$ cat src/hw/cgpol_pkg.sv
/*
 * Constants and types for the clock gating and low-power clock policy block.
 * Assumes a 100 MHz system clock and a 32-bit AXI4-Lite register bus.
 */
package cgpol_pkg;
    // ------------------------------------------------------------
    // Clock and timing
    // ------------------------------------------------------------
    localparam int unsigned CLK_FREQ_HZ = 100_000_000;
    localparam int unsigned LPO_FREQ_HZ = 1_000;
    localparam int unsigned LPO_HALF_CYC = CLK_FREQ_HZ / (2 * LPO_FREQ_HZ);
    localparam int unsigned BOOT_SETTLE_CYC = 3;

    // ------------------------------------------------------------
    // Gates
    // ------------------------------------------------------------
    localparam int unsigned GATE_REGS = 7;
    localparam int unsigned GATES_PER_REG = 4;
    localparam int unsigned NUM_GATES = GATE_REGS * GATES_PER_REG;
    localparam logic [3:0] GATE_RST = 4'h0;
    localparam logic [3:0] GATE_LAST_RST = 4'h1;
    localparam int unsigned FLASH_GATE = NUM_GATES - GATES_PER_REG;
    localparam bit HAS_FAST_IRC = 1'b1;

    // ------------------------------------------------------------
    // Register offsets
    // ------------------------------------------------------------
    localparam logic [7:0] OFS_GATE0 = 8'h00;
    localparam logic [7:0] OFS_SRCSEL = 8'h20;
    localparam logic [7:0] OFS_GENMODE = 8'h24;
    localparam logic [7:0] OFS_SYSDIV = 8'h28;
    localparam logic [7:0] OFS_PATHCTL = 8'h2c;
    localparam logic [7:0] OFS_PMREQ = 8'h30;
    localparam logic [7:0] OFS_STATUS = 8'h34;

    // ------------------------------------------------------------
    // Field positions
    // ------------------------------------------------------------
    localparam int unsigned SRC_PLL_REF = 0;
    localparam int unsigned SRC_PLL_INT = 1;
    localparam int unsigned SRC_FLL_LSB = 2;
    localparam int unsigned SRC_OUT_LSB = 4;
    localparam int unsigned DIV_CORE_LSB = 0;
    localparam int unsigned DIV_BUS_LSB = 4;
    localparam int unsigned PATH_PLL = 0;
    localparam int unsigned PATH_FLL = 1;
    localparam int unsigned PATH_USB_FIRC = 2;
    localparam int unsigned ST_PMODE_LSB = 0;
    localparam int unsigned ST_GMODE_LSB = 2;
    localparam int unsigned ST_REF_ERR = 8;
    localparam int unsigned ST_DIV_ERR = 9;
    localparam int unsigned ST_MODE_ERR = 10;
    localparam int unsigned ST_TRANS_ERR = 11;
    localparam int unsigned ST_FAULT = 12;
    localparam int unsigned ST_LOW_POWER_BOOT_OPTION = 16;

    // ------------------------------------------------------------
    // Reset values
    // ------------------------------------------------------------
    localparam logic [5:0] SRCSEL_RST = 6'h00;
    localparam logic [3:0] DIV_RST = 4'h0;
    localparam logic [3:0] DIV_LOW_POWER_BOOT_OPTION = 4'h7;
    localparam logic [2:0] PATH_RST = 3'h0;

    // ------------------------------------------------------------
    // Types
    // ------------------------------------------------------------
    typedef enum logic [1:0] {
        PM_RUN = 2'b00,
        PM_VERY_LOW_POWER_RUN = 2'b01,
        PM_VERY_LOW_POWER_WAIT = 2'b10,
        PM_VERY_LOW_POWER_STOP = 2'b11
    } cgpol_pmode_t;

    typedef enum logic [2:0] {
        GM_FLL_INT = 3'b000,
        GM_FLL_EXT = 3'b001,
        GM_PLL_EXT = 3'b010,
        GM_BYP_LP_EXT = 3'b011,
        GM_BYP_LP_INT = 3'b100,
        GM_SLOW_IRC = 3'b101,
        GM_FAST_IRC = 3'b110
    } cgpol_gmode_t;
endpackage

$ cat src/hw/cgpol_top.sv
/*
 * Clock gating and low-power clock policy: gate registers, access faults,
 * reference and mode limits, power-mode tracking and the 1 kHz clock.
 * Assumes an AXI4-Lite master, a peripheral access port and a boot strap pin.
 */
// The address map and register access over AXI4-Lite are this design's own decisions.
`timescale 1ns/1ps
module cgpol_top
    import cgpol_pkg::*;
#(
    parameter int unsigned LPO_HALF_CYCLES = LPO_HALF_CYC
) (
    input wire logic CLK,
    input wire logic RST_N,
    input wire logic [31:0] S_AXI_AWADDR,
    input wire logic S_AXI_AWVALID,
    output logic S_AXI_AWREADY,
    input wire logic [31:0] S_AXI_WDATA,
    input wire logic [3:0] S_AXI_WSTRB,
    input wire logic S_AXI_WVALID,
    output logic S_AXI_WREADY,
    output logic [1:0] S_AXI_BRESP,
    output logic S_AXI_BVALID,
    input wire logic S_AXI_BREADY,
    input wire logic [31:0] S_AXI_ARADDR,
    input wire logic S_AXI_ARVALID,
    output logic S_AXI_ARREADY,
    output logic [31:0] S_AXI_RDATA,
    output logic [1:0] S_AXI_RRESP,
    output logic S_AXI_RVALID,
    input wire logic S_AXI_RREADY,
    input wire logic PERIPH_REQ,
    input wire logic [4:0] PERIPH_SEL,
    output logic PERIPH_ACK,
    output logic HARD_FAULT,
    input wire logic LOW_POWER_BOOT_OPTION_PIN,
    output logic [NUM_GATES-1:0] MOD_CLK,
    output logic PLL_REF_SEL,
    output logic [1:0] FLL_REF_SEL,
    output logic [1:0] OUT_CLK_SEL,
    output logic [2:0] GEN_MODE,
    output logic [3:0] CORE_DIV,
    output logic [3:0] BUS_DIV,
    output logic PLL_PATH_EN,
    output logic FLL_PATH_EN,
    output logic USB_FAST_IRC,
    output logic [1:0] PWR_MODE,
    output logic REG_ACTIVE,
    output logic FREQ_LIMIT,
    output logic LPO_CLK
);
    // ------------------------------------------------------------
    // Bus slave
    // ------------------------------------------------------------
    logic awready_q, wready_q, bvalid_q, arready_q, rvalid_q;
    logic aw_have_q, w_have_q;
    logic [7:0] awaddr_q;
    logic [31:0] wdata_q, rdata_q;
    logic [3:0] wstrb_q;
    logic [1:0] bresp_q, rresp_q;
    logic wr_en, wr_full, wr_hit;
    logic [7:0] araddr;

    assign wr_en = aw_have_q && w_have_q && !bvalid_q;
    assign wr_full = wstrb_q == 4'hf;
    assign wr_hit = (awaddr_q < OFS_GATE0 + 8'(4 * GATE_REGS)) || (awaddr_q >= OFS_SRCSEL && awaddr_q <= OFS_STATUS);
    assign araddr = S_AXI_ARADDR[7:0];

    always_ff @(posedge CLK) begin
        if (!RST_N) begin
            awready_q <= 1'b1;
            wready_q <= 1'b1;
            aw_have_q <= 1'b0;
            w_have_q <= 1'b0;
            awaddr_q <= 8'h00;
            wdata_q <= 32'h0;
            wstrb_q <= 4'h0;
            bvalid_q <= 1'b0;
            bresp_q <= 2'b00;
        end else begin
            if (S_AXI_AWVALID && awready_q) begin
                awaddr_q <= (S_AXI_AWADDR[31:8] == 24'h0) ? {S_AXI_AWADDR[7:2], 2'b00} : 8'hfc;
                aw_have_q <= 1'b1;
                awready_q <= 1'b0;
            end
            if (S_AXI_WVALID && wready_q) begin
                wdata_q <= S_AXI_WDATA;
                wstrb_q <= S_AXI_WSTRB;
                w_have_q <= 1'b1;
                wready_q <= 1'b0;
            end
            if (wr_en) begin
                aw_have_q <= 1'b0;
                w_have_q <= 1'b0;
                bvalid_q <= 1'b1;
                bresp_q <= wr_hit ? 2'b00 : 2'b10;
            end
            if (bvalid_q && S_AXI_BREADY) begin
                bvalid_q <= 1'b0;
                awready_q <= 1'b1;
                wready_q <= 1'b1;
            end
        end
    end

    // Register writes act only on full-word strobes
    logic wr_gate, wr_src, wr_gm, wr_div, wr_path, wr_pm, wr_st;
    assign wr_gate = wr_en && wr_full && awaddr_q < OFS_GATE0 + 8'(4 * GATE_REGS);
    assign wr_src = wr_en && wr_full && awaddr_q == OFS_SRCSEL;
    assign wr_gm = wr_en && wr_full && awaddr_q == OFS_GENMODE;
    assign wr_div = wr_en && wr_full && awaddr_q == OFS_SYSDIV;
    assign wr_path = wr_en && wr_full && awaddr_q == OFS_PATHCTL;
    assign wr_pm = wr_en && wr_full && awaddr_q == OFS_PMREQ;
    assign wr_st = wr_en && wr_full && awaddr_q == OFS_STATUS;

    // ------------------------------------------------------------
    // Gate registers and module clocks
    // ------------------------------------------------------------
    logic [NUM_GATES-1:0] gate_q;
    genvar gi;
    generate
        for (gi = 0; gi < NUM_GATES; gi++) begin : g_gate
            always_ff @(posedge CLK) begin
                if (!RST_N) begin
                    gate_q[gi] <= (gi == FLASH_GATE) ? GATE_LAST_RST[0] : GATE_RST[0];
                end else if (wr_gate && awaddr_q[4:2] == 3'(gi / GATES_PER_REG)) begin
                    gate_q[gi] <= wdata_q[gi % GATES_PER_REG];
                end
            end
            cgpol_clk_gate u_gate (
                .clk(CLK),
                .rst_n(RST_N),
                .en(gate_q[gi]),
                .clk_out(MOD_CLK[gi])
            );
        end
    endgenerate

    // Peripheral access checked against its gate
    logic periph_ack_q, hard_fault_q;
    always_ff @(posedge CLK) begin
        if (!RST_N) begin
            periph_ack_q <= 1'b0;
            hard_fault_q <= 1'b0;
        end else begin
            periph_ack_q <= PERIPH_REQ && PERIPH_SEL < 5'(NUM_GATES) && gate_q[PERIPH_SEL];
            hard_fault_q <= PERIPH_REQ && !(PERIPH_SEL < 5'(NUM_GATES) && gate_q[PERIPH_SEL]);
        end
    end

    // ------------------------------------------------------------
    // Boot option strap
    // ------------------------------------------------------------
    logic [2:0] boot_sync_q;
    logic [1:0] boot_cnt_q;
    logic low_power_boot_option_q, boot_apply;
    always_ff @(posedge CLK) begin
        boot_sync_q <= {boot_sync_q[1:0], LOW_POWER_BOOT_OPTION_PIN};
        if (!RST_N) begin
            boot_cnt_q <= 2'd0;
            low_power_boot_option_q <= 1'b0;
        end else begin
            if (boot_cnt_q != 2'(BOOT_SETTLE_CYC)) begin
                boot_cnt_q <= boot_cnt_q + 2'd1;
            end
            if (boot_apply) begin
                low_power_boot_option_q <= boot_sync_q[2];
            end
        end
    end
    assign boot_apply = boot_cnt_q == 2'(BOOT_SETTLE_CYC - 1) && boot_sync_q[1] == boot_sync_q[2];

    // ------------------------------------------------------------
    // Power mode
    // ------------------------------------------------------------
    cgpol_pmode_t pmode_q, req_mode;
    cgpol_gmode_t gmode_q;
    logic very_low_power_stop_from_run_q, gm_low, pm_ok;
    assign req_mode = cgpol_pmode_t'(wdata_q[1:0]);
    assign gm_low = gmode_q == GM_BYP_LP_EXT || gmode_q == GM_BYP_LP_INT || gmode_q == GM_SLOW_IRC;

    always_comb begin
        pm_ok = 1'b1;
        unique case (pmode_q)
            PM_RUN: pm_ok = req_mode != PM_VERY_LOW_POWER_WAIT && (req_mode != PM_VERY_LOW_POWER_RUN || gm_low);
            PM_VERY_LOW_POWER_RUN: pm_ok = 1'b1;
            PM_VERY_LOW_POWER_WAIT: pm_ok = req_mode != PM_VERY_LOW_POWER_STOP;
            PM_VERY_LOW_POWER_STOP: pm_ok = req_mode != PM_VERY_LOW_POWER_WAIT && !(req_mode == PM_VERY_LOW_POWER_RUN && (very_low_power_stop_from_run_q || !gm_low));
        endcase
    end

    always_ff @(posedge CLK) begin
        if (!RST_N) begin
            pmode_q <= PM_RUN;
            very_low_power_stop_from_run_q <= 1'b0;
        end else if (boot_apply && boot_sync_q[2]) begin
            pmode_q <= PM_VERY_LOW_POWER_RUN;
        end else if (wr_pm && pm_ok) begin
            pmode_q <= req_mode;
            if (req_mode == PM_VERY_LOW_POWER_STOP) begin
                very_low_power_stop_from_run_q <= pmode_q == PM_RUN;
            end
        end
    end

    // ------------------------------------------------------------
    // Clock generator controls
    // ------------------------------------------------------------
    logic [5:0] src_q;
    logic [3:0] core_div_q, bus_div_q;
    logic [2:0] path_q;
    logic src_ok, gm_ok, div_ok, vlp;
    cgpol_gmode_t gm_req;
    assign vlp = pmode_q == PM_VERY_LOW_POWER_RUN || pmode_q == PM_VERY_LOW_POWER_WAIT;
    assign gm_req = cgpol_gmode_t'(wdata_q[2:0]);
    assign src_ok = !wdata_q[SRC_PLL_INT];
    assign gm_ok = wdata_q[2:0] <= 3'(GM_FAST_IRC) && (HAS_FAST_IRC || gm_req != GM_FAST_IRC)
        && (!vlp || gm_req == GM_BYP_LP_EXT || gm_req == GM_BYP_LP_INT || gm_req == GM_SLOW_IRC);
    assign div_ok = pmode_q == PM_RUN;

    always_ff @(posedge CLK) begin
        if (!RST_N) begin
            src_q <= SRCSEL_RST;
        end else if (wr_src && src_ok) begin
            src_q <= {wdata_q[SRC_OUT_LSB+:2], wdata_q[SRC_FLL_LSB+:2], 1'b0, wdata_q[SRC_PLL_REF]};
        end
    end

    always_ff @(posedge CLK) begin
        if (!RST_N) begin
            gmode_q <= GM_FLL_INT;
        end else if (boot_apply && boot_sync_q[2]) begin
            gmode_q <= GM_SLOW_IRC;
        end else if (wr_gm && gm_ok) begin
            gmode_q <= gm_req;
        end
    end

    always_ff @(posedge CLK) begin
        if (!RST_N) begin
            core_div_q <= DIV_RST;
            bus_div_q <= DIV_RST;
        end else if (boot_apply && boot_sync_q[2]) begin
            core_div_q <= DIV_LOW_POWER_BOOT_OPTION;
            bus_div_q <= DIV_LOW_POWER_BOOT_OPTION;
        end else if (wr_div && div_ok) begin
            core_div_q <= wdata_q[DIV_CORE_LSB+:4];
            bus_div_q <= wdata_q[DIV_BUS_LSB+:4];
        end
    end

    always_ff @(posedge CLK) begin
        if (!RST_N) begin
            path_q <= PATH_RST;
        end else if (wr_path) begin
            path_q <= {wdata_q[PATH_USB_FIRC] & HAS_FAST_IRC, wdata_q[PATH_FLL], wdata_q[PATH_PLL]};
        end
    end

    // Sticky errors; a new event wins over a clear in the same cycle
    logic ref_err_q, div_err_q, mode_err_q, trans_err_q, fault_q;
    always_ff @(posedge CLK) begin
        if (!RST_N) begin
            ref_err_q <= 1'b0;
            div_err_q <= 1'b0;
            mode_err_q <= 1'b0;
            trans_err_q <= 1'b0;
            fault_q <= 1'b0;
        end else begin
            ref_err_q <= (wr_src && !src_ok) || (ref_err_q && !(wr_st && wdata_q[ST_REF_ERR]));
            div_err_q <= (wr_div && !div_ok) || (div_err_q && !(wr_st && wdata_q[ST_DIV_ERR]));
            mode_err_q <= (wr_gm && !gm_ok) || (mode_err_q && !(wr_st && wdata_q[ST_MODE_ERR]));
            trans_err_q <= (wr_pm && !pm_ok) || (trans_err_q && !(wr_st && wdata_q[ST_TRANS_ERR]));
            fault_q <= hard_fault_q || (fault_q && !(wr_st && wdata_q[ST_FAULT]));
        end
    end

    // ------------------------------------------------------------
    // Low-power 1 kHz clock, never stopped by any mode
    // ------------------------------------------------------------
    logic [31:0] lpo_cnt_q;
    logic lpo_q;
    always_ff @(posedge CLK) begin
        if (!RST_N) begin
            lpo_cnt_q <= 32'h0;
            lpo_q <= 1'b0;
        end else if (lpo_cnt_q == LPO_HALF_CYCLES - 1) begin
            lpo_cnt_q <= 32'h0;
            lpo_q <= !lpo_q;
        end else begin
            lpo_cnt_q <= lpo_cnt_q + 32'h1;
        end
    end

    // ------------------------------------------------------------
    // Read channel
    // ------------------------------------------------------------
    logic [31:0] rd_word;
    logic rd_hit;
    always_comb begin
        rd_word = 32'h0;
        rd_hit = 1'b1;
        if (araddr < OFS_GATE0 + 8'(4 * GATE_REGS)) begin
            rd_word[GATES_PER_REG-1:0] = gate_q[araddr[4:2]*GATES_PER_REG+:GATES_PER_REG];
        end else if (araddr == OFS_SRCSEL) begin
            rd_word[5:0] = src_q;
        end else if (araddr == OFS_GENMODE) begin
            rd_word[2:0] = gmode_q;
        end else if (araddr == OFS_SYSDIV) begin
            rd_word[7:0] = {bus_div_q, core_div_q};
        end else if (araddr == OFS_PATHCTL) begin
            rd_word[2:0] = path_q;
        end else if (araddr == OFS_PMREQ) begin
            rd_word[1:0] = pmode_q;
        end else if (araddr == OFS_STATUS) begin
            rd_word[ST_PMODE_LSB+:2] = pmode_q;
            rd_word[ST_GMODE_LSB+:3] = gmode_q;
            rd_word[ST_FAULT:ST_REF_ERR] = {fault_q, trans_err_q, mode_err_q, div_err_q, ref_err_q};
            rd_word[ST_LOW_POWER_BOOT_OPTION] = low_power_boot_option_q;
        end else begin
            rd_hit = 1'b0;
        end
        if (S_AXI_ARADDR[31:8] != 24'h0) begin
            rd_hit = 1'b0;
        end
    end

    always_ff @(posedge CLK) begin
        if (!RST_N) begin
            arready_q <= 1'b1;
            rvalid_q <= 1'b0;
            rdata_q <= 32'h0;
            rresp_q <= 2'b00;
        end else if (S_AXI_ARVALID && arready_q) begin
            arready_q <= 1'b0;
            rvalid_q <= 1'b1;
            rdata_q <= rd_hit ? rd_word : 32'h0;
            rresp_q <= rd_hit ? 2'b00 : 2'b10;
        end else if (rvalid_q && S_AXI_RREADY) begin
            rvalid_q <= 1'b0;
            arready_q <= 1'b1;
        end
    end

    // ------------------------------------------------------------
    // Registered outputs
    // ------------------------------------------------------------
    logic reg_active_q, freq_limit_q;
    always_ff @(posedge CLK) begin
        if (!RST_N) begin
            reg_active_q <= 1'b1;
            freq_limit_q <= 1'b0;
        end else begin
            reg_active_q <= pmode_q == PM_RUN;
            freq_limit_q <= pmode_q != PM_RUN;
        end
    end

    assign S_AXI_AWREADY = awready_q;
    assign S_AXI_WREADY = wready_q;
    assign S_AXI_BVALID = bvalid_q;
    assign S_AXI_BRESP = bresp_q;
    assign S_AXI_ARREADY = arready_q;
    assign S_AXI_RVALID = rvalid_q;
    assign S_AXI_RDATA = rdata_q;
    assign S_AXI_RRESP = rresp_q;
    assign PERIPH_ACK = periph_ack_q;
    assign HARD_FAULT = hard_fault_q;
    assign PLL_REF_SEL = src_q[0];
    assign FLL_REF_SEL = src_q[3:2];
    assign OUT_CLK_SEL = src_q[5:4];
    assign GEN_MODE = gmode_q;
    assign CORE_DIV = core_div_q;
    assign BUS_DIV = bus_div_q;
    assign PLL_PATH_EN = path_q[0];
    assign FLL_PATH_EN = path_q[1];
    assign USB_FAST_IRC = path_q[2];
    assign PWR_MODE = pmode_q;
    assign REG_ACTIVE = reg_active_q;
    assign FREQ_LIMIT = freq_limit_q;
    assign LPO_CLK = lpo_q;
endmodule

$ cat src/hw/cgpol_clk_gate.sv
/*
 * One glitch-free module clock gate: a half-rate clock whose enable only
 * takes effect while the output is low.
 * Assumes the shared system clock and synchronous active-low reset.
 */
`timescale 1ns/1ps
module cgpol_clk_gate (
    input wire logic clk,
    input wire logic rst_n,
    input wire logic en,
    output logic clk_out
);
    logic clk_q;

    // Only a low output may start a new high phase, so no phase is cut short
    always_ff @(posedge clk) begin
        if (!rst_n) begin
            clk_q <= 1'b0;
        end else if (clk_q) begin
            clk_q <= 1'b0;
        end else begin
            clk_q <= en;
        end
    end

    assign clk_out = clk_q;
endmodule

$ cat config.mk
export PLATFORM = sky130hd
export DESIGN_NAME = cgpol_top
export DESIGN_NICKNAME = d
export VERILOG_FILES = /design/src/hw/cgpol_pkg.sv /design/src/hw/cgpol_top.sv /design/src/hw/cgpol_clk_gate.sv
export SDC_FILE = /design/constraint.sdc
export NUM_CORES = 1
export LEC_CHECK = 0
export BUFFER_PORTS_ARGS = -buffer_cell sky130_fd_sc_hd__buf_2
export CELL_PAD_IN_SITES_DETAIL_PLACEMENT = 0
export CELL_PAD_IN_SITES_GLOBAL_PLACEMENT = 1
export CORE_MARGIN = 2
export CORE_UTILIZATION = 39
export DETAILED_ROUTE_END_ITERATION = 16
export PLACE_DENSITY_LB_ADDON = 0.1
export SLEW_MARGIN = 20
export SYNTH_ARGS = -nofsm -noshare
export SYNTH_HDL_FRONTEND = slang
export SYNTH_SLANG_ARGS = --single-unit
$ cat constraint.sdc
create_clock -name CLK -period 2.75 [get_ports CLK]
set_clock_uncertainty 0.05 [all_clocks]
set_input_delay 0.55 -clock CLK [delete_from_list [all_inputs] [get_ports CLK]]
set_output_delay 0.55 -clock CLK [all_outputs]
set_load 0.01 [all_outputs]
# Word level (Yosys, flattened, before mapping)
# Cells that the tools add are included.
# classes
addsub	2
n_lt_le_gt_ge	7
n_eq_ne	37
shift	1
muxes	62
bitwise_logic	2
reduce_logical	122
# op_table
op	n
== test 8 x 6 -> 1 bit, second input constant	12
OR reduction 2 bit	32
two-way mux 5 bit	12
logical AND 1 bit	51
two-way mux 3 bit	15
adder 32 x 1 -> 32 bit, second input constant	1
== test 32 x 16 -> 1 bit, second input constant	1
indexed part select 28 x 6 -> 4 bit	1
zero test 24 bit	1
nonzero test 24 bit	1
two-way mux 1 bit	22
== test 3 bit, second input constant	7
two-way mux 17 bit	1
< comparator 8 x 5 -> 1 bit, second input constant	2
zero test 1 bit	15
logical OR 1 bit	14
== test 3 x 2 -> 1 bit, second input constant	4
two-way mux 10 bit	1
nonzero test 2 bit	5
two-way mux 9 bit	1
== test 2 bit, second input constant	4
greater-or-equal comparator 8 x 6 -> 1 bit, second input constant	1
<= comparator 8 x 6 -> 1 bit, second input constant	1
two-way mux 2 bit	4
20 further kinds	24
# word_totals
reg_bits	194
input_bits	114
output_inout_bits	95
elab_cells	327

# Logic depth before layout (Yosys ltp)
# depth
depth_word	20
depth_mapped	7
depth_no_buf	7

# Hierarchy
# From an unflattened synthesis, not the netlist that was laid out.
# unflattened
hier_cells	800
area_unflattened_um2	7624.8
# by_module_without_submodules
mod	n_inst	cells_each	area_per_inst_um2	seq_area_each_um2
cgpol_top	1	744	6819.0	2882.8
cgpol_clk_gate	28	2	28.8	20.0

# Worst setup path after synthesis
# OpenSTA, ideal clock, no wires.
# synth_timing
kind	register to register
startpoint	reg pmode_q[0], in the netlist PWR_MODE[0]
endpoint	reg very_low_power_stop_from_run_q
setup_ps	115
arrival_ps	1917
required_time_ps	2585
slack_ps	668
path_stages_with_launch	8
n_path_buf	0
path_cell_list	dfxtp_1 -> inv_1 -> ha_1 -> and4b_1 -> a211oi_1 -> o211ai_1 -> o21a_1 -> o21a_1
# synth_between
elab_chain_len	4
# synth_rtl
element	line_no	source
start: declaration	cgpol_top.sv:176	cgpol_pmode_t pmode_q, req_mode;
start signal: assignment	cgpol_top.sv:199	pmode_q <= req_mode;
== test 2 bit, or another cell as far along	cgpol_top.sv:184	unique case (pmode_q)
case mux 1 bit (4 select lines)	cgpol_top.sv:184	
logical AND 1 bit	cgpol_top.sv:198	end else if (wr_pm && pm_ok) begin
AND reduction 3 bit (no line)	-	
end signal: assignment	cgpol_top.sv:195	very_low_power_stop_from_run_q <= 1'b0;
end signal: assignment	cgpol_top.sv:201	very_low_power_stop_from_run_q <= pmode_q == PM_RUN;
end: declaration	cgpol_top.sv:178	logic very_low_power_stop_from_run_q, gm_low, pm_ok;
# Parallel ways exist; a longest one is shown, timed or not.
# A chain may end at the register's enable or synchronous reset.

# Final worst setup path
# layout_timing
startpoint	reg wstrb_q[2]
endpoint	reg div_err_q
# layout_between
elab_chain_len	7
# layout_rtl
element	line_no	source
start: declaration	cgpol_top.sv:59	logic [3:0] wstrb_q;
start signal: assignment	cgpol_top.sv:77	wstrb_q <= 4'h0;
start signal: assignment	cgpol_top.sv:88	wstrb_q <= S_AXI_WSTRB;
== test 4 bit *	cgpol_top.sv:65	assign wr_full = wstrb_q == 4'hf;
logical AND 1 bit *	cgpol_top.sv:111, cgpol_top.sv:114	
logical AND 1 bit	cgpol_top.sv:114	assign wr_st = wr_en && wr_full && awaddr_q == OFS_STATUS;
logical AND 1 bit	cgpol_top.sv:271	div_err_q <= (wr_div && !div_ok) || (div_err_q && !(wr_st && wdata_q[ST_DIV_ERR]));
zero test 1 bit	cgpol_top.sv:271	
logical AND 1 bit	cgpol_top.sv:271	
logical OR 1 bit *	cgpol_top.sv:271	
end signal: assignment	cgpol_top.sv:271	
end: declaration	cgpol_top.sv:261	logic ref_err_q, div_err_q, mode_err_q, trans_err_q, fault_q;
# Every way passes the cells marked *; elsewhere a longest branch is shown, timed or not.

==> flow_metrics.tcl <==
set metrics [dict create \
    postSynthAreaPerCell_um2 9.24 \
    postCtsSetupBuffers 0 \
    slew_headroom 0.521 \
    grt_pass1_wl_um 29500 \
    criticalPathCategory "flop to flop" \
    rsz0062_at_grt "no" \
    setup-violations-final 0 \
    cp_max_fo 8 \
    swShare 0.246 \
    postCtsHoldBufs 0 \
    start_util 0.395 \
    antenna_found_initial 1 \
    crit_arrival_ps 2540 \
    cts_tree "done" \
    via_count 6072 \
    numCtsBuffers 17 \
    min_period_ps 2270 \
    ys_seq_area_frac 0.451 \
    portBuffers 167 \
    end_kind "flop" \
    htree_num_levels 4 \
    cell_internal_pwr_mw 3.98 \
    p_comb_frac 0.071 \
    switchingPower_mw 1.30 \
    power.share.clock 0.434 \
    power_leakage_nw 3.96 \
    areaGrowthSynthToFinish_pct 18.1 \
    regArea_um2 3440 \
    syn_area_um2 7640 \
    synth-edff-count 0 \
    routabilityCongestion 0.743 \
    final_layout_size_suffix_gt1_frac 0.253 \
    rows 51 \
    worst_pin_slew_ps 715 \
    fill_cells 1984 \
    drc 0 \
    power_mw 5.28 \
    gr-total-overflow 0 \
    synthFlopType "dfxtp_1" \
    drv_cap 0 \
    clock_sinks 172 \
    dieHeight_um 144 \
    cts_max_path_buffers 2 \
    grtUsageTotal 0.184 \
    grt_max_degree 54 \
    ios 209 \
    yosys_register_bits 172 \
    cts_resized 0 \
    critPathRequiredTime_ps 3020 \
    grt_pass1_vias 5597 \
    status "complete, no violations" \
    vdd_drop_max_mv 0.389 \
    dieArea_um2 20700 \
    slew_violations 0 \
    hp-class "input pin to flop" \
    ys_warn_count 0 \
    nets 1078 \
    final_util 0.467 \
    dr.pass1.iters 4 \
    insertion_delay_ps 430 \
    syn_inst 827 \
    clock-root-buffer "clkbuf_16" \
    yosysUniqueCellTypes 64 \
    setup_tns_ps 0 \
    antenna_cells 0 \
    power_density_nw_per_um2 585 \
    avgRoutedWirePerCell_um 15.4 \
    die_w_um 144 \
    drtIter0Drc 347 \
    max_freq_mhz 441 \
    avgViaCountPerCell 4.92 \
    seqPwrFrac 0.494 \
    clkTransAtPathRegs_ps 70 \
    ys_async_sr_fraction 0 \
    period_share 0.825 \
    hold_path_depth 1 \
    worstSetupStartpointType "flop" \
    reg2reg_depth 5 \
    postRouteAntennaNets 0 \
    hold_viol 0 \
    coreArea_um2 19300 \
    multi_input_area_um2 3700 \
    dp_hpwl_um 14000 \
    totalWireLength_um 19000 \
]
-- flip-flops by register name, summed over array words and instances (netlist names), 3 cells and up --
signal / cells
g_gate.u_gate.clk_out: 28
CORE_DIV: 4
GEN_MODE: 3
boot_sync_q: 3
S_AXI_RDATA: 14
path_q: 3
wstrb_q: 4
src_q: 5
gate_q: 28
wdata_q: 13
BUS_DIV: 4
lpo_cnt_q: 32
awaddr_q: 6
-- layer usage --
metal	track usage	routed length, um
met2	0.288	8410
met5	0	0
met3	0.0430	1120
met1	0.254	9330
met4	0.0526	169
-- cell type report --
class / count / area share
clock buffer: 19 / 0.0491
timing repair buffer: 177 / 0.104
tap: 265 / 0.0367
inverter: 15 / 0.00624
clock inverter: 13 / 0.0129
multi-input combinational: 574 / 0.410
sequential: 172 / 0.382
-- cells in the mapped netlist (all sizes together) (17+ instances only) --
cell,n,area share
xor2,24,0.028
a21oi,41,0.027
o21ai,22,0.014
clkbuf,22,0.011
nand3,27,0.018
nand2,108,0.056
nand4,17,0.014
nor2,105,0.052
nor4,30,0.036
buf,63,0.057
dfxtp,172,0.45
mux2i,56,0.073
-- placed cells by master (no fill, tap or decap), drive strengths merged, types with 11 or more instances in the layout --
master / instances
nor4: 30
o21ai: 22
nand2: 108
nor2: 105
buf: 177
inv: 17
dfxtp: 172
nand3: 27
xor2: 24
mux4: 11
clkbuf: 19
mux2i: 56
nand4: 17
conb: 20
a21oi: 41
-- power by group through the flow --
stage          registers, mW  logic [mW]  clock network (mW)
2_1_floorplan           2.65       0.260                   0
3_3_place_gp            2.67       0.380                   0
3_5_place_dp            2.67       0.380                   0
4_1_cts                 2.61       0.382                2.35
5_1_grt                 2.62       0.423                2.45
6_report                2.61       0.377                2.29
-- cell families (layout without fill, tap and decap cells) --
group | after synthesis | in the layout | synth area share
buffers and inverters | 100 | 224 | 0.0750
AOI/OAI and AO/OA | 111 | 111 | 0.0940
muxes | 69 | 69 | 0.109
DFF | 172 | 172 | 0.451
xor gates and xnor gates | 32 | 32 | 0.0367
and+or+nand+nor | 335 | 335 | 0.223
adders and majority gates | 7 | 7 | 0.0115
other | 1 | 20 | 0.000491
-- final timing paths --
kind                             startpoint              to  slack [ps]
setup / recovery                 wstrb_q[2]       div_err_q         480
hold / removal    LOW_POWER_BOOT_OPTION_PIN  boot_sync_q[0]         170
setup reg to reg                 wstrb_q[2]       div_err_q         480
hold reg to reg              boot_sync_q[0]  boot_sync_q[1]         300
-- metrics by stage --
stage / cell area (um2) / worst slack, ps / hold WS (ps) / instances
detailed placement: 8460 / 367 / 282 / 1203
finish: 9020 / 481 / 167 / 1235
global placement: 8460 / 379 / 260 / 1203
floorplan: 7710 / 668 / 260 / 846
CTS: 9020 / 470 / 148 / 1235
global route: 9020 / 307 / 156 / 1235
-- critical path: stages (launching register included) --
cell and delay (ps):
dfxtp_1 330, nand4_1 240, or3_1 680, nor3_2 490
a21boi_0 170, o21a_1 200
No activity file was read; power rests on OpenSTA's default activity.
